### src/core/aer_pkg.sv
// Package: offsets, field positions and reset values of the error logging registers
`default_nettype none

package aer_pkg;

   // ****************************************************************
   // Types
   // ****************************************************************
   typedef logic [31:0]  aer_word_t;
   typedef logic [127:0] aer_hdr_t;

   // ****************************************************************
   // Register offsets
   // ****************************************************************
   localparam logic [11:0] UNC_STATUS_OFS = 12'hfb8;
   localparam logic [11:0] UNC_MASK_OFS   = 12'hfbc;
   localparam logic [11:0] UNC_SEV_OFS    = 12'hfc0;
   localparam logic [11:0] COR_STATUS_OFS = 12'hfc4;
   localparam logic [11:0] HDR_LOG0_OFS   = 12'hfd0;
   localparam logic [11:0] HDR_LOG1_OFS   = 12'hfd4;
   localparam logic [11:0] HDR_LOG2_OFS   = 12'hfd8;
   localparam logic [11:0] HDR_LOG3_OFS   = 12'hfdc;
   localparam int          HDR_LOG_WORDS  = 4;

   // ****************************************************************
   // Uncorrectable error bit positions
   // ****************************************************************
   localparam int UNC_TRAINING_BIT   = 0;
   localparam int UNC_DL_PROTO_BIT   = 4;
   localparam int UNC_POISONED_BIT   = 12;
   localparam int UNC_FC_PROTO_BIT   = 13;
   localparam int UNC_CPL_TMO_BIT    = 14;
   localparam int UNC_CPL_ABORT_BIT  = 15;
   localparam int UNC_UNEXP_CPL_BIT  = 16;
   localparam int UNC_RX_OVFL_BIT    = 17;
   localparam int UNC_MALFORMED_BIT  = 18;
   localparam int UNC_ECRC_BIT       = 19;
   localparam int UNC_UNSUP_REQ_BIT  = 20;
   localparam int UNC_ACS_VIOL_BIT   = 21;
   localparam int UNC_MC_BLOCKED_BIT = 23;

   // ****************************************************************
   // Correctable error bit positions
   // ****************************************************************
   localparam int COR_RX_ERR_BIT     = 0;
   localparam int COR_BAD_TLP_BIT    = 6;
   localparam int COR_BAD_DLLP_BIT   = 7;
   localparam int COR_REPLAY_ROLL_BIT = 8;
   localparam int COR_REPLAY_TMO_BIT = 12;
   localparam int COR_ADVISORY_BIT   = 13;

   // ****************************************************************
   // Implemented bits and reset values
   // ****************************************************************
   localparam aer_word_t UNC_IMPL      = 32'h00bff011;
   localparam aer_word_t COR_IMPL      = 32'h000031c1;
   localparam aer_word_t UNC_MASK_RST  = 32'h00000000;
   localparam aer_word_t UNC_SEV_RST   = 32'h00062011;
   localparam aer_word_t STATUS_RST    = 32'h00000000;
   localparam aer_word_t HDR_LOG_RST   = 32'h00000000;

endpackage

`default_nettype wire

### src/core/aer_err_if.sv
// Interface: reportable uncorrectable events between register bank, header log and message issue
`default_nettype none

interface aer_err_if;
   logic             [31:0]  reportEvt;  // Unmasked uncorrectable events, one-cycle
   logic             [31:0]  severity;   // Current severity bits
   aer_pkg::aer_hdr_t        tlpHdr;     // Header bytes of offending packet
   aer_pkg::aer_word_t       logWord [4];

   modport bank   (output reportEvt, output severity, output tlpHdr, input logWord);
   modport logger (input reportEvt, input tlpHdr, output logWord);
   modport issuer (input reportEvt, input severity);
endinterface

`default_nettype wire

### src/core/aer_hdr_log.sv
// Header log: captures the four header words of an unmasked uncorrectable error
`default_nettype none

module aer_hdr_log (
   input  wire logic core_clk,
   input  wire logic rst,
   aer_err_if.logger err
);

   // ****************************************************************
   // Capture
   // ****************************************************************
   genvar w;
   generate
      for (w = 0; w < aer_pkg::HDR_LOG_WORDS; w++) begin : g_word
         // RULE_19: big-endian word capture
         always_ff @(posedge core_clk) begin
            if (rst) begin
               err.logWord[w] <= aer_pkg::HDR_LOG_RST;
            end else if (|err.reportEvt) begin
               // Byte 4w sits in the top lane of word w
               err.logWord[w] <= {err.tlpHdr[32*w +: 8], err.tlpHdr[32*w+8 +: 8],
                                  err.tlpHdr[32*w+16 +: 8], err.tlpHdr[32*w+24 +: 8]};
            end
         end
      end
   endgenerate

endmodule

`default_nettype wire

### src/core/aer_msg_gen.sv
// Message issue: per reportable error cycle, a fatal pulse, a non-fatal pulse, or both when the severities differ
`default_nettype none

module aer_msg_gen (
   input  wire logic core_clk,
   input  wire logic rst,
   aer_err_if.issuer err,
   output      logic msgFatal,
   output      logic msgNonFatal
);

   // ****************************************************************
   // Severity split
   // ****************************************************************
   // RULE_20: severity picks message
   always_ff @(posedge core_clk) begin
      if (rst) begin
         msgFatal    <= 1'b0;
         msgNonFatal <= 1'b0;
      end else begin
         msgFatal    <= |(err.reportEvt & err.severity);
         msgNonFatal <= |(err.reportEvt & ~err.severity);
      end
   end

endmodule

`default_nettype wire

### src/core/aer_regs.sv
// Register bank: uncorrectable mask, severity, status and correctable status
`default_nettype none

// How it works
// RULE_01: Mask bit 0 blocks training error reporting
// RULE_02: Mask bit 4 blocks link protocol errors
// RULE_03: Mask bit 12 blocks poisoned packet reports
// RULE_04: Mask bit 13 blocks flow control errors
// RULE_05: Mask bit 14 blocks completion timeout reports
// RULE_06: Mask bit 15 blocks completer abort reports
// RULE_07: Mask bit 16 blocks unexpected completion reports
// RULE_08: Bits 17-19 block overflow, malformed, ECRC
// RULE_09: Bits 20,21,23 block unsupported, ACS, multicast
// RULE_10: Severity bit one fatal, zero non-fatal
// RULE_11: Correctable status sticky, cleared writing one
// RULE_12: Receiver error sets correctable bit 0
// RULE_13: Bad packet sets correctable bit 6
// RULE_14: Bad link packet sets bit 7
// RULE_15: Replay count rollover sets bit 8
// RULE_16: Replay timer expiry sets bit 12
// RULE_17: Advisory non-fatal error sets bit 13
// RULE_18: Uncorrectable status sets, write one clears
// RULE_19: Unmasked error logs header big-endian
// RULE_20: Unmasked error sends severity-chosen message
// RULE_21: Masks, status reset zero; reserved reads zero
module aer_regs (
   input  wire logic               core_clk,
   input  wire logic               rst,
   input  wire logic               cfgWrEn,
   input  wire logic               cfgRdEn,
   input  wire logic [11:0]        cfgAddr,
   input  wire logic [31:0]        cfgWrData,
   input  wire logic [3:0]         cfgByteEn,
   output      logic [31:0]        cfgRdData,
   output      logic               cfgRdValid,
   input  wire logic [31:0]        uncEvt,
   input  wire logic [31:0]        corrEvt,
   input  wire aer_pkg::aer_hdr_t  tlpHdr,
   output      logic               msgFatal,
   output      logic               msgNonFatal
);

   // ****************************************************************
   // Declarations
   // ****************************************************************
   aer_pkg::aer_word_t uncMask_r;
   aer_pkg::aer_word_t uncSev_r;
   aer_pkg::aer_word_t uncStatus_r;
   aer_pkg::aer_word_t corStatus_r;
   aer_pkg::aer_word_t wrBits;      // Write data gated by byte lanes
   aer_pkg::aer_word_t laneMask;
   aer_pkg::aer_word_t uncSet;
   aer_pkg::aer_word_t corSet;
   aer_pkg::aer_word_t rdMux;
   logic               wrMask;
   logic               wrSev;
   logic               wrUncStatus;
   logic               wrCorStatus;

   aer_err_if err ();

   // ****************************************************************
   // Address decode and byte lanes
   // ****************************************************************
   genvar b;
   generate
      for (b = 0; b < 4; b++) begin : g_lane
         assign laneMask[8*b +: 8] = {8{cfgByteEn[b]}};
      end
   endgenerate

   assign wrBits      = cfgWrData & laneMask;
   assign wrMask      = cfgWrEn && (cfgAddr == aer_pkg::UNC_MASK_OFS);
   assign wrSev       = cfgWrEn && (cfgAddr == aer_pkg::UNC_SEV_OFS);
   assign wrUncStatus = cfgWrEn && (cfgAddr == aer_pkg::UNC_STATUS_OFS);
   assign wrCorStatus = cfgWrEn && (cfgAddr == aer_pkg::COR_STATUS_OFS);

   // ****************************************************************
   // Uncorrectable mask
   // ****************************************************************
   // RULE_21: mask resets clear
   always_ff @(posedge core_clk) begin
      if (rst) begin
         uncMask_r <= aer_pkg::UNC_MASK_RST;
      end else if (wrMask) begin
         // Reserved bits never store
         uncMask_r <= ((uncMask_r & ~laneMask) | wrBits) & aer_pkg::UNC_IMPL;
      end
   end

   // ****************************************************************
   // Uncorrectable severity
   // ****************************************************************
   // RULE_10: severity reset classes
   always_ff @(posedge core_clk) begin
      if (rst) begin
         uncSev_r <= aer_pkg::UNC_SEV_RST;
      end else if (wrSev) begin
         uncSev_r <= ((uncSev_r & ~laneMask) | wrBits) & aer_pkg::UNC_IMPL;
      end
   end

   // ****************************************************************
   // Uncorrectable status
   // ****************************************************************
   assign uncSet = uncEvt & aer_pkg::UNC_IMPL;

   // RULE_18: sticky with write-one clear
   always_ff @(posedge core_clk) begin
      if (rst) begin
         uncStatus_r <= aer_pkg::STATUS_RST;
      end else begin
         // New event beats a clear in the same cycle
         uncStatus_r <= (uncStatus_r & ~(wrUncStatus ? wrBits : '0)) | uncSet;
      end
   end

   // ****************************************************************
   // Correctable status
   // ****************************************************************
   // RULE_12: receiver error bit
   assign corSet[aer_pkg::COR_RX_ERR_BIT]      = corrEvt[aer_pkg::COR_RX_ERR_BIT];
   // RULE_13: bad packet bit
   assign corSet[aer_pkg::COR_BAD_TLP_BIT]     = corrEvt[aer_pkg::COR_BAD_TLP_BIT];
   // RULE_14: bad link packet bit
   assign corSet[aer_pkg::COR_BAD_DLLP_BIT]    = corrEvt[aer_pkg::COR_BAD_DLLP_BIT];
   // RULE_15: replay rollover bit
   assign corSet[aer_pkg::COR_REPLAY_ROLL_BIT] = corrEvt[aer_pkg::COR_REPLAY_ROLL_BIT];
   // RULE_16: replay timeout bit
   assign corSet[aer_pkg::COR_REPLAY_TMO_BIT]  = corrEvt[aer_pkg::COR_REPLAY_TMO_BIT];
   // RULE_17: advisory non-fatal bit
   assign corSet[aer_pkg::COR_ADVISORY_BIT]    = corrEvt[aer_pkg::COR_ADVISORY_BIT];
   // Unimplemented positions never set
   assign corSet[5:1]   = '0;
   assign corSet[11:9]  = '0;
   assign corSet[31:14] = '0;

   // RULE_11: sticky, write one clears
   always_ff @(posedge core_clk) begin
      if (rst) begin
         corStatus_r <= aer_pkg::STATUS_RST;
      end else begin
         // Set wins over clear; writing zero keeps the bit
         corStatus_r <= (corStatus_r & ~(wrCorStatus ? wrBits : '0)) | corSet;
      end
   end

   // ****************************************************************
   // Masking toward header log and messages
   // ****************************************************************
   // RULE_01: training mask
   assign err.reportEvt[aer_pkg::UNC_TRAINING_BIT] =
      uncSet[aer_pkg::UNC_TRAINING_BIT] & ~uncMask_r[aer_pkg::UNC_TRAINING_BIT];
   // RULE_02: link protocol mask
   assign err.reportEvt[aer_pkg::UNC_DL_PROTO_BIT] =
      uncSet[aer_pkg::UNC_DL_PROTO_BIT] & ~uncMask_r[aer_pkg::UNC_DL_PROTO_BIT];
   // RULE_03: poisoned packet mask
   assign err.reportEvt[aer_pkg::UNC_POISONED_BIT] =
      uncSet[aer_pkg::UNC_POISONED_BIT] & ~uncMask_r[aer_pkg::UNC_POISONED_BIT];
   // RULE_04: flow control mask
   assign err.reportEvt[aer_pkg::UNC_FC_PROTO_BIT] =
      uncSet[aer_pkg::UNC_FC_PROTO_BIT] & ~uncMask_r[aer_pkg::UNC_FC_PROTO_BIT];
   // RULE_05: completion timeout mask
   assign err.reportEvt[aer_pkg::UNC_CPL_TMO_BIT] =
      uncSet[aer_pkg::UNC_CPL_TMO_BIT] & ~uncMask_r[aer_pkg::UNC_CPL_TMO_BIT];
   // RULE_06: completer abort mask
   assign err.reportEvt[aer_pkg::UNC_CPL_ABORT_BIT] =
      uncSet[aer_pkg::UNC_CPL_ABORT_BIT] & ~uncMask_r[aer_pkg::UNC_CPL_ABORT_BIT];
   // RULE_07: unexpected completion mask
   assign err.reportEvt[aer_pkg::UNC_UNEXP_CPL_BIT] =
      uncSet[aer_pkg::UNC_UNEXP_CPL_BIT] & ~uncMask_r[aer_pkg::UNC_UNEXP_CPL_BIT];
   // RULE_08: overflow, malformed, ECRC masks
   assign err.reportEvt[aer_pkg::UNC_RX_OVFL_BIT] =
      uncSet[aer_pkg::UNC_RX_OVFL_BIT] & ~uncMask_r[aer_pkg::UNC_RX_OVFL_BIT];
   assign err.reportEvt[aer_pkg::UNC_MALFORMED_BIT] =
      uncSet[aer_pkg::UNC_MALFORMED_BIT] & ~uncMask_r[aer_pkg::UNC_MALFORMED_BIT];
   assign err.reportEvt[aer_pkg::UNC_ECRC_BIT] =
      uncSet[aer_pkg::UNC_ECRC_BIT] & ~uncMask_r[aer_pkg::UNC_ECRC_BIT];
   // RULE_09: unsupported, ACS, multicast masks
   assign err.reportEvt[aer_pkg::UNC_UNSUP_REQ_BIT] =
      uncSet[aer_pkg::UNC_UNSUP_REQ_BIT] & ~uncMask_r[aer_pkg::UNC_UNSUP_REQ_BIT];
   assign err.reportEvt[aer_pkg::UNC_ACS_VIOL_BIT] =
      uncSet[aer_pkg::UNC_ACS_VIOL_BIT] & ~uncMask_r[aer_pkg::UNC_ACS_VIOL_BIT];
   assign err.reportEvt[aer_pkg::UNC_MC_BLOCKED_BIT] =
      uncSet[aer_pkg::UNC_MC_BLOCKED_BIT] & ~uncMask_r[aer_pkg::UNC_MC_BLOCKED_BIT];
   // Reserved positions never report
   assign err.reportEvt[3:1]   = '0;
   assign err.reportEvt[11:5]  = '0;
   assign err.reportEvt[22]    = 1'b0;
   assign err.reportEvt[31:24] = '0;

   assign err.severity = uncSev_r;
   assign err.tlpHdr   = tlpHdr;

   // ****************************************************************
   // Header log and error messages
   // ****************************************************************
   // RULE_19: capture on reportable error
   aer_hdr_log u_hdr_log (
      .core_clk (core_clk),
      .rst      (rst),
      .err      (err.logger)
   );

   // RULE_20: message toward root complex
   aer_msg_gen u_msg_gen (
      .core_clk    (core_clk),
      .rst         (rst),
      .err         (err.issuer),
      .msgFatal    (msgFatal),
      .msgNonFatal (msgNonFatal)
   );

   // ****************************************************************
   // Read path
   // ****************************************************************
   // RULE_21: unmapped and reserved read zero
   always_comb begin
      case (cfgAddr)
         aer_pkg::UNC_STATUS_OFS: rdMux = uncStatus_r;
         aer_pkg::UNC_MASK_OFS:   rdMux = uncMask_r;
         aer_pkg::UNC_SEV_OFS:    rdMux = uncSev_r;
         aer_pkg::COR_STATUS_OFS: rdMux = corStatus_r & aer_pkg::COR_IMPL;
         aer_pkg::HDR_LOG0_OFS:   rdMux = err.logWord[0];
         aer_pkg::HDR_LOG1_OFS:   rdMux = err.logWord[1];
         aer_pkg::HDR_LOG2_OFS:   rdMux = err.logWord[2];
         aer_pkg::HDR_LOG3_OFS:   rdMux = err.logWord[3];
         default:                 rdMux = '0;
      endcase
   end

   // Read data one cycle after the strobe
   always_ff @(posedge core_clk) begin
      if (rst) begin
         cfgRdData  <= '0;
         cfgRdValid <= 1'b0;
      end else begin
         cfgRdValid <= cfgRdEn;
         if (cfgRdEn) begin
            cfgRdData <= rdMux;
         end
      end
   end

endmodule

`default_nettype wire

### config.mk
export PLATFORM = sky130hd
export DESIGN_NAME = aer_regs
export DESIGN_NICKNAME = d
export VERILOG_FILES = /design/src/core/aer_pkg.sv /design/src/core/aer_err_if.sv /design/src/core/aer_hdr_log.sv /design/src/core/aer_msg_gen.sv /design/src/core/aer_regs.sv
export SDC_FILE = /design/constraint.sdc
export NUM_CORES = 1
export LEC_CHECK = 0
export ABC_AREA = 1
export BUFFER_PORTS_ARGS = -buffer_cell sky130_fd_sc_hd__buf_4
export CORE_MARGIN = 2
export CORE_UTILIZATION = 35
export CTS_CLUSTER_SIZE = 20
export DETAILED_ROUTE_END_ITERATION = 8
export PLACE_DENSITY = 0.68
export SKIP_CTS_REPAIR_TIMING = 1
export SYNTH_ARGS = -nofsm -noshare
export SYNTH_HDL_FRONTEND = slang
export SYNTH_SLANG_ARGS = --single-unit
### constraint.sdc
create_clock -name core_clk -period 4.2 [get_ports core_clk]
set_input_delay 0.42 -clock core_clk [delete_from_list [all_inputs] [get_ports core_clk]]
set_output_delay 0.42 -clock core_clk [all_outputs]
set_load 0.01 [all_outputs]
# ---- Word level (Yosys, flattened, before mapping)
# Index checks and enable logic that the tools add are counted.
# W data, S select, Z words.
dict set report totals {
  reg_bits 253
  out_inout_bits 35
  elab_cells 71
}
dict set report op_classes {
  reduce_logical 7
  muxes 3
  bitwise 41
  eq_ne 8
}
# operator count
set op_table {}
lappend op_table {{$pmux W32 S8} 1}
lappend op_table {{$and A32 B32 Y32} 3}
lappend op_table {{$eq A12 B12 Y1 const B} 8}
lappend op_table {{$and A24 B24 Y24} 3}
lappend op_table {{$mux W32} 2}
lappend op_table {{$not A32 Y32} 2}
lappend op_table {{$reduce_or A32 Y1} 2}
lappend op_table {{$or A24 B24 Y24} 2}
lappend op_table {{$and A24 B32 Y32} 1}
lappend op_table {{$not A24 Y32} 1}
lappend op_table {{$or A32 B14 Y32} 1}
lappend op_table {{$or A32 B24 Y32} 1}
lappend op_table {{$not A24 Y24} 1}
lappend op_table {{$and A1 B1 Y1} 13}
lappend op_table {{$not A1 Y1} 13}
lappend op_table {{$reduce_or A13 Y1} 1}
lappend op_table {{$logic_and A1 B1 Y1} 4}

# ---- Logic depth before layout (Yosys ltp)
# Gate-level depths: netlist of the first run.
dict set report logic_depth {
  word_depth 6
  ltp_mapped 12
  mapped_depth_nobuf 11
}

# ---- By module
# From an unflattened synthesis of the first run, not the netlist that was laid out.
dict set report unflattened {
  cells_unflattened 1894
  hier_area_um2 11994.0
}
# mod n_inst area_per_inst_um2 cells_per_inst
set modules_own_cells {}
lappend modules_own_cells {aer_regs 1 5906.9 897}
lappend modules_own_cells {aer_hdr_log 1 5464.0 842}
lappend modules_own_cells {aer_msg_gen 1 623.1 155}

# ---- Worst setup path before layout of the first run
# Ideal clock, no wire load.
dict set report synth_timing {
  kind {input port to flip-flop}
  startpoint {in cfgAddr[1]}
  endpoint {reg with a tool-made name}
  n_path_buf 0
  slack_ps 2712
  cell_stages 8
  setup_time_ps 120
  t_arrival_ps 1368
  cell_sequence {nor2_1 > nand2_1 > nor2_1 > nand2_1 > nor2_4 > nand2_1 > o21ai_0 > a21oi_1}
}
# item line
set synth_lines {}
lappend synth_lines {{from (decl)} aer_regs.sv:31} ;# input wire logic [11:0] cfgAddr,

==> results.md, run 1 <==
* Seq cells post-synth at 227
* Power per Cell Area at 373 mW/mm²
* Hold Path Stages at 3
* # rows at 62
* Total CTS buffers at 25
* F_max at 411 MHz
* Core box area at 0.0288 mm²
* Fin nets at 1896
* Net switching power at 0.00112 W
* Total GRT Usage at 23.2%
* Slowest CP cell: inv_4
* Skew-Pair Late Insertion Delay at 510 ps
* Die width at 175 µm
* Crit path time final at 2430 ps
* DIE AREA at 0.0307 mm²
* Final Util at 44.9%
* Power share of the combinational group at 8.4%
* Clk slew on worst S/H paths at 60 ps
* CTS Buffer Depth at 3
* Final slew viol count at 0
* Post-synth EDFFs at 0
* Max-cap violation count at 0
* Net Count, Synth at 1732
* Sw frac at 23.2%
* DR WL/cell at 18.0 µm
* Sequential cell area fraction in the yosys report at 44.3%
* CTS sink cnt at 227
* IO Count at 279
* Worst clock skew at 8.91 ps
* Final setup fails at 0
* Setup TNS at 0 ps
* Worst hold path type: input pin to flop
* CP Class: flop to flop
* Diodes inserted at 0
* Synth Flop Type: dfxtp_1
* Fill cell count at 2958
* Dpl cells at 2009
* P_leak at 5.79 nW
* Synth-to-Final Area Change at 25.9%
* CTS tree: done
* Initial Util at 35.7%
* Run status: finished, final reports clean
* First-pass GRT wire length at 55.8 mm
* Critical path endpoint category: flop
* Post-synthesis cell count at 1488
* Total number of vias at 10819
* Internal Power at 0.00370 W
* Count of cell types in the netlist at 31
* Tcrit/Tclk final at 57.9%
* Mapped Area at 0.0103 mm²
* Count of buffers from port buffering at 233
* Remaining Overflow, GRT at 0
* Actual slew at the worst max-slew pin at 1160 ps
* Final Wtd Congestion at 0.909
* CP startpoint kind: flop
* Drt pass-1 iters at 6
* Routed Antenna Nets at 0
* Initial antenna violation count at 0
* Layout cells sized above 1 at 18.7%
* Register-to-Register Path Depth at 9
* Post-DP HPWL at 25.8 mm
* Root buffer cell: clkbuf_16
* Asr flop ratio synth at 0%
* Crit path top cell by count: nor2_1
* Critical path cell sequence: inv_1 -> nand2_1 -> nand4_1 -> nor3_1 -> nand2_4 -> inv_4 -> buf_4 -> nor2_1 -> nor2_1
* Final hold viol count at 0
* Dpl cell area at 0.0121 mm²
* Worst path max stage delay at 620 ps
* Max IR drop VDD at 0.204 mV
* Finished Cell Area at 0.0129 mm²
* RSZ-0062 raised after global routing: false
* Synth warn at 0
* Register share of total power at 47.1%
* CP Max Fanout at 93
* DR vias/cell at 5.27
* H-tree depth at 1
* Starting DRT DRC Count at 1112
* Pin count of the biggest net entering global routing at 129
* Crit path DAT at 2870 ps
* Vias in the first global route at 10128
* Chip height at 175 µm
* Final non-filler cell total at 2051
* Post-Route WL at 36.9 mm
* Clock power frac at 44.4%
* # DRC at 0
* CP required at 4640 ps
* Relative slew slack at 22.4%
* Synth Area per Inst at 6.90 µm²
[metrics by stage]
stage               total power, W  setup slack [ps]  hold slack (ps)
floorplan                  0.00250              2710              417
global placement           0.00272              1730              425
detailed placement         0.00272              1690              428
CTS                        0.00485              1780              118
global route               0.00499              1550              128
finish                     0.00482              1770              128
[synthesized netlist by cell type, drive strengths merged (3+ instances only)]
cell type	n	share of area (%)
nor2	349	13
dfxtp	227	44
a31oi	3	0.18
o221ai	5	0.43
clkbuf	46	1.7
buf	67	3.5
o21ai	174	8.5
inv	68	2.5
a21oi	72	3.5
nand2	273	10
nand3	62	3.3
o22ai	5	0.30
nand4	130	7.9
[critical path, delay by kind of cell (launching register included)]
kind	cells	cell delay [ps]
buf+inv	3	1070
flops	1	380
simple gates	6	790
[logic make-up after synthesis]
group           after synthesis  share of synthesized area [%]
simple gates                817                           34.8
compound gates              262                           13.2
flops                       227                           44.3
buf+inv                     182                           7.72
[per-layer routing]
layer	GRT usage [%]	wire [µm]	up-vias
li1	-	-	5267
met1	31.5	15800	5023
met2	36.7	16900	449
met3	3.72	2700	80
met4	9.41	1520	0
met5	0	0	-
[area by class of cell]
| cell class | count | area, µm² | area share (%) |
|---|---|---|---|
| Sequential cell | 227 | 4540 | 35.2 |
| Tap cell | 384 | 480 | 3.72 |
| Inverter | 69 | 264 | 2.04 |
| Multi-Input combinational cell | 1079 | 4940 | 38.2 |
| Clock buffer | 36 | 707 | 5.47 |
| Clock inverter | 6 | 82.6 | 0.639 |
| Timing Repair Buffer | 250 | 1900 | 14.7 |
[power groups by stage]
| stage | Clock (W) | Sequential (W) | Combinational, W |
|---|---|---|---|
| global placement | 0 | 0.00232 | 0.000400 |
| detailed placement | 0 | 0.00232 | 0.000403 |
| global route | 0.00226 | 0.00228 | 0.000446 |
| floorplan | 0 | 0.00231 | 0.000187 |
| CTS | 0.00217 | 0.00227 | 0.000406 |
| finish | 0.00214 | 0.00227 | 0.000407 |
[worst paths after layout]
check,start,to,slack [ps]
worst max-delay path,flop,u_hdr_log.err.logWord[49]$_SDFFE_PP0P_,1770
worst min-delay path,tlpHdr[46],u_hdr_log.err.logWord[86]$_SDFFE_PP0P_,130
worst max register to register,flop,u_hdr_log.err.logWord[49]$_SDFFE_PP0P_,1770
worst min register to register,uncStatus_r[5]$_SDFF_PP0_,uncStatus_r[5]$_SDFF_PP0_,440
[cells in the final DEF (no fill, tap or decap), drive strengths merged, types with 2 or more instances in the layout]
cell type / instances
bufinv: 2
o22ai: 5
nand2: 273
a31oi: 3
inv: 67
a21oi: 72
nand3: 62
o21ai: 174
clkinv: 5
clkbuf: 36
dfxtp: 227
o221ai: 5
nand4: 130
nor2: 349
buf: 250
nor3: 2
Power figures use the tool's default switching activity.
==> run 2, diff against run 1 <==
--- a/config.mk
+++ b/config.mk
@@ -11,7 +11,7 @@
 export CORE_UTILIZATION = 35
 export CTS_CLUSTER_SIZE = 20
 export DETAILED_ROUTE_END_ITERATION = 8
-export PLACE_DENSITY = 0.68
+export PLACE_DENSITY = 0.7
 export SKIP_CTS_REPAIR_TIMING = 1
 export SYNTH_ARGS = -nofsm -noshare
 export SYNTH_HDL_FRONTEND = slang
==> constraint.sdc (replaced) <==
create_clock -name core_clk -period 2.2 [get_ports core_clk]
set_input_delay 0.22 -clock core_clk [delete_from_list [all_inputs] [get_ports core_clk]]
set_output_delay 0.22 -clock core_clk [all_outputs]
set_load 0.01 [all_outputs]
==> results.md, run 2 (synthesis gave the netlist of run 1 again) <==
* Pin count of the biggest net entering global routing at 77 (was 129)
* Final setup fails at 0 (unchanged)
* Final Util at 51.3% (was 44.9%)
* Post-DP HPWL at 26.4 mm (was 25.8 mm)
* CTS Buffer Depth at 3 (unchanged)
* Starting DRT DRC Count at 1192 (was 1112)
* DIE AREA at 0.0307 mm² (unchanged)
* Power share of the combinational group at 10.8% (was 8.4%)
* Power per Cell Area at 658 mW/mm² (was 373 mW/mm²)
* F_max at 512 MHz (was 411 MHz)
* Skew-Pair Late Insertion Delay at 530 ps (was 510 ps)
* Root buffer cell: clkbuf_16 (unchanged)
* Max IR drop VDD at 0.502 mV (was 0.204 mV)
* Final slew viol count at 0 (unchanged)
* Most common cell after layout, fill and taps aside: nor2_1 (unchanged)
* Core box area at 0.0288 mm² (unchanged)
* Sw frac at 23.8% (was 23.2%)
* Critical path endpoint category: flop (unchanged)
* Synth-to-Final Area Change at 43.8% (was 25.9%)
* Vias in the first global route at 10108 (was 10128)
* Setup TNS at 0 ps (unchanged)
* Tcrit/Tclk final at 88.8% (was 57.9%)
* Initial Util at 35.7% (unchanged)
* CP required at 2610 ps (was 4640 ps)
* P_leak at 6.57 nW (was 5.79 nW)
* Final Wtd Congestion at 0.903 (was 0.909)
* Total CTS buffers at 25 (unchanged)
* Fill cell count at 2708 (was 2958)
* Clk slew on worst S/H paths at 60 ps (about the same)
* Final hold viol count at 6 (was 0)
* H-tree depth at 1 (unchanged)
* Failing checks: negative hold slack
* IO Count at 279 (unchanged)
* Relative slew slack at 43.4% (was 22.4%)
* Final non-filler cell total at 2223 (was 2051)
* Post-Route WL at 39.9 mm (was 36.9 mm)
* Layout cells sized above 1 at 17.8% (was 18.7%)
* Chip height at 175 µm (unchanged)
* Total number of vias at 11648 (was 10819)
* Run status: finished with violations (was finished, final reports clean)
* CTS sink cnt at 227 (unchanged)
* Internal Power at 0.00740 W (was 0.00370 W)
* Drt pass-1 iters at 5 (was 6)
* Fin nets at 2064 (was 1896)
* DR vias/cell at 5.24 (was 5.27)
* Total GRT Usage at 23.3% (was 23.2%)
* Worst hold path type: input pin to flop (unchanged)
* Register share of total power at 44.7% (was 47.1%)
* Total power at 0.00971 W (was 0.00482 W)
* Count of buffers from port buffering at 233 (unchanged)
* # rows at 62 (unchanged)
* RSZ-0062 raised after global routing: false (unchanged)
* CP startpoint kind: flop (unchanged)
* CP Class: flop to flop (unchanged)
* Net switching power at 0.00231 W (was 0.00112 W)
* Routed Antenna Nets at 0 (unchanged)
* Clock power frac at 44.5% (was 44.4%)
* CP Max Fanout at 70 (was 93)
* # DRC at 0 (unchanged)
* DR WL/cell at 18.0 µm (about the same)
* First-pass GRT wire length at 56.0 mm (was 55.8 mm)
* Max-cap violation count at 0 (unchanged)
* Hold slack at -43.1 ps (was 128 ps)
* Crit path DAT at 2370 ps (was 2870 ps)
* Commonest cells after routing, fill and taps aside: nor2_1 (338), nand2_1 (269), buf_4 (249) (was nor2_1 (338), nand2_1 (269), buf_4 (248))
* Worst clock skew at 9.11 ps (was 8.91 ps)
* Initial antenna violation count at 1 (was 0)
* Dpl cells at 2020 (was 2009)
* CTS tree: done (unchanged)
* Actual slew at the worst max-slew pin at 850 ps (was 1160 ps)
* Crit path time final at 1950 ps (was 2430 ps)
* Remaining Overflow, GRT at 0 (unchanged)
* Die width at 175 µm (unchanged)
## run 2: path summary, 6_finish.rpt
path	startpoint	end	slack (ps)	depth (start not counted)
worst max-delay path	flop	u_hdr_log.err.logWord[79]$_SDFFE_PP0P_	250	8
worst min-delay path	tlpHdr[69]	u_hdr_log.err.logWord[61]$_SDFFE_PP0P_	-40	3
worst max register to register	flop	u_hdr_log.err.logWord[79]$_SDFFE_PP0P_	250	8
worst min register to register	uncStatus_r[29]$_SDFF_PP0_	uncStatus_r[29]$_SDFF_PP0_	440	2
## run 2: stage by stage
step / setup WS, ps / cell area [µm²]
4_1_cts: 284 / 13200
2_1_floorplan: 849 / 10300
6_report: 247 / 14800
3_5_place_dp: 268 / 12300
5_1_grt: 119 / 14800
3_3_place_gp: 321 / 12300
## run 2: routing by layer
layer  part of all wire [%]  routed length (µm)  global-route usage [%]  up-vias
met3                    7.2                2860                    3.35       85
met5                      0                   0                       0        -
met4                    3.3                1330                    7.71        0
met2                     47               18900                    37.9      502
li1                       -                   -                       -     5611
met1                     42               16800                    31.7     5450
## run 2: worst max-delay path, cell delays in order, from the launching register on
cell and delay (ps):
dfxtp_1 300, inv_1 80, nand2_1 90, o21ai_0 120
nor3_1 390, nand2_4 130, buf_4 340, o21ai_0 300
nor2_1 60
## run 2: cell type report
type | instances | area, µm² | share of cell area (%)
multi-input combinational | 1079 | 4940 | 33.5
timing repair buffer | 418 | 3680 | 25.0
clock buffer | 33 | 696 | 4.72
tap | 384 | 480 | 3.26
clock inverter | 12 | 145 | 0.984
sequential | 227 | 4540 | 30.8
inverter | 69 | 264 | 1.79
antenna | 1 | 2.50 | 0.0170
## run 2: power groups by stage
stage	Clock, W	Combinational [W]	Sequential (W)
4_1_cts	0.00436	0.000801	0.00434
2_1_floorplan	0	0.000357	0.00441
6_report	0.00432	0.00105	0.00434
3_3_place_gp	0	0.000791	0.00442
5_1_grt	0.00453	0.00113	0.00436
3_5_place_dp	0	0.000797	0.00443
==> run 3, diff against run 2 <==
--- a/config.mk
+++ b/config.mk
@@ -11,7 +11,6 @@
 export CORE_UTILIZATION = 35
 export CTS_CLUSTER_SIZE = 20
 export DETAILED_ROUTE_END_ITERATION = 8
-export PLACE_DENSITY = 0.7
 export SKIP_CTS_REPAIR_TIMING = 1
 export SYNTH_ARGS = -nofsm -noshare
 export SYNTH_HDL_FRONTEND = slang
==> constraint.sdc (replaced) <==
create_clock -name core_clk -period 2.4 [get_ports core_clk]
set_input_delay 0.24 -clock core_clk [delete_from_list [all_inputs] [get_ports core_clk]]
set_output_delay 0.24 -clock core_clk [all_outputs]
set_load 0.01 [all_outputs]
==> results.md, run 3 (synthesis gave the netlist of run 1 again) <==
* Vias in the first global route at 10186 (was 10108)
* Final hold viol count at 20 (was 6)
* Remaining Overflow, GRT at 0 (unchanged)
* Starting DRT DRC Count at 920 (was 1192)
* Fill cell count at 2845 (was 2708)
* FF+latch area at 0.00454 mm² (unchanged)
* Hold slack at -34.9 ps (was -43.1 ps)
* Final slew viol count at 0 (unchanged)
* Power per Cell Area at 595 mW/mm² (was 658 mW/mm²)
* Multi-input gate area at 0.00494 mm² (unchanged)
* Max IR drop VDD at 0.523 mV (was 0.502 mV)
* Failing checks: negative hold slack (unchanged)
* DR WL/cell at 17.7 µm (was 18.0 µm)
* Crit path time final at 1990 ps (was 1950 ps)
* Run status: finished with violations (unchanged)
* CP Class: flop to flop (unchanged)
* # rows at 62 (unchanged)
* Cell family with most CP delay: simple AND/OR/NAND/NOR gates (unchanged)
* Buf/Inv on CP at 2 (unchanged)
* CP startpoint kind: flop (unchanged)
* CTS tree: done (unchanged)
* Pin count of the biggest net entering global routing at 117 (was 77)
* Count of buffers from port buffering at 233 (unchanged)
* F_max at 502 MHz (was 512 MHz)
* Drt pass-1 iters at 5 (unchanged)
* Crit path top cell by count: o21ai_0 (unchanged)
* Worst clock skew at 15.8 ps (was 9.11 ps)
* First-pass GRT wire length at 57.3 mm (was 56.0 mm)
* DIE AREA at 0.0307 mm² (unchanged)
* Root buffer cell: clkbuf_16 (unchanged)
* # DRC at 0 (unchanged)
* Layout cells sized above 1 at 17.8% (about the same)
* Initial Util at 35.7% (unchanged)
* Crit path DAT at 2420 ps (was 2370 ps)
* CP required at 2830 ps (was 2610 ps)
* Commonest cells after routing, fill and taps aside: nor2_1 (338), nand2_1 (269), buf_4 (253) (was nor2_1 (338), nand2_1 (269), buf_4 (249))
* Total number of vias at 11316 (was 11648)
* Die width at 175 µm (unchanged)
* CTS Buffer Depth at 3 (unchanged)
* DR vias/cell at 5.13 (was 5.24)
* H-tree depth at 1 (unchanged)
* Relative slew slack at 41.9% (was 43.4%)
* Tcrit/Tclk final at 83.0% (was 88.8%)
* Worst path max stage delay at 450 ps (was 390 ps)
* Actual slew at the worst max-slew pin at 872 ps (was 850 ps)
* Clk slew on worst S/H paths at 60 ps (about the same)
* Final Util at 50.4% (was 51.3%)
* CTS sink cnt at 227 (unchanged)
* Skew-Pair Late Insertion Delay at 540 ps (was 530 ps)
* Worst hold path type: input pin to flop (unchanged)
* P_leak at 6.46 nW (was 6.57 nW)
* Total CTS buffers at 26 (was 25)
* Most common cell after layout, fill and taps aside: nor2_1 (unchanged)
* Final setup fails at 0 (unchanged)
* Chip height at 175 µm (unchanged)
* Post-Route WL at 39.1 mm (was 39.9 mm)
* RSZ-0062 raised after global routing: false (unchanged)
* Core box area at 0.0288 mm² (unchanged)
* Fin nets at 2049 (was 2064)
* CP Max Fanout at 72 (was 70)
* Setup TNS at 0 ps (unchanged)
* Critical path cell sequence: inv_1 -> nand2_1 -> o21ai_0 -> nor3_1 -> nand2_4 -> buf_4 -> o21ai_0 -> nor2_1 (unchanged)
* Synth-to-Final Area Change at 41.3% (was 43.8%)
* Routed Antenna Nets at 0 (unchanged)
* Total GRT Usage at 23.8% (was 23.3%)
* IO Count at 279 (unchanged)
* Critical path endpoint category: flop (unchanged)
* Diodes inserted at 0 (was 1)
* Post-DP HPWL at 26.4 mm (about the same)
* Initial antenna violation count at 0 (was 1)
* Slowest CP cell: nor3_1 (unchanged)
* Max-cap violation count at 0 (unchanged)
* Final Wtd Congestion at 0.912 (was 0.903)
run 3: changes by cell type in the layout (fill, tap and decap cells not counted), sizes merged:
cell	before	now
clkinv	10	7
dlygate4sd3	157	140
bufinv	3	0
buf	261	262
diode	1	0
clkbuf	33	41
run 3: worst reg2reg max path, delay by kind of cell, from the launching register on:
| kind | cells | cell delay, ps |
|---|---|---|
| and+or+nand+nor | 4 | 720 |
| AOI/OAI and AO/OA | 2 | 430 |
| DFF | 1 | 310 |
| buffers and inverters | 2 | 440 |
run 3: routing by layer:
metal	wire length (µm)	part of all wire [%]	vias up	GRT usage [%]
met5	0	0	-	0
met4	1430	3.7	0	8.13
met1	16900	43	5261	32.7
met3	2640	6.8	70	4.03
li1	-	-	5583	-
met2	18100	46	402	37.9
run 3: layout make-up:
cell class	instances	share of cell area (%)
multi-input combinational	1079	34.1
inverter	69	1.82
sequential	227	31.3
tap	384	3.31
clock inverter	6	0.328
clock buffer	41	5.15
timing repair buffer	402	24.0
run 3: power breakdown:
part           total, W  leakage, nW  internal (W)  switching, W
combinational  0.000928         4.20      0.000489      0.000439
sequential      0.00398         1.87       0.00391     0.0000676
clock           0.00372        0.385       0.00213       0.00159
run 3: through the flow:
step / cells / hold WS [ps] / power (W) / setup slack (ps) / area (µm²)
3_5_place_dp: 2021 / 426 / 0.00478 / 446 / 12300
3_3_place_gp: 2021 / 425 / 0.00478 / 420 / 12300
5_1_grt: 2208 / 1.56 / 0.00894 / 243 / 14500
2_1_floorplan: 1488 / 364 / 0.00437 / 1050 / 10300
4_1_cts: 2068 / -89.8 / 0.00849 / 439 / 13100
6_report: 2208 / -34.9 / 0.00863 / 409 / 14500
run 3: path summary, 6_finish.rpt:
path	start	to	slack [ps]	cells after the start
hold / removal	tlpHdr[69]	u_hdr_log.err.logWord[61]$_SDFFE_PP0P_	-30	3
setup reg to reg	flop	u_hdr_log.err.logWord[113]$_SDFFE_PP0P_	410	8
setup / recovery	flop	u_hdr_log.err.logWord[113]$_SDFFE_PP0P_	410	8
hold reg to reg	uncStatus_r[27]$_SDFF_PP0_	uncStatus_r[27]$_SDFF_PP0_	440	2
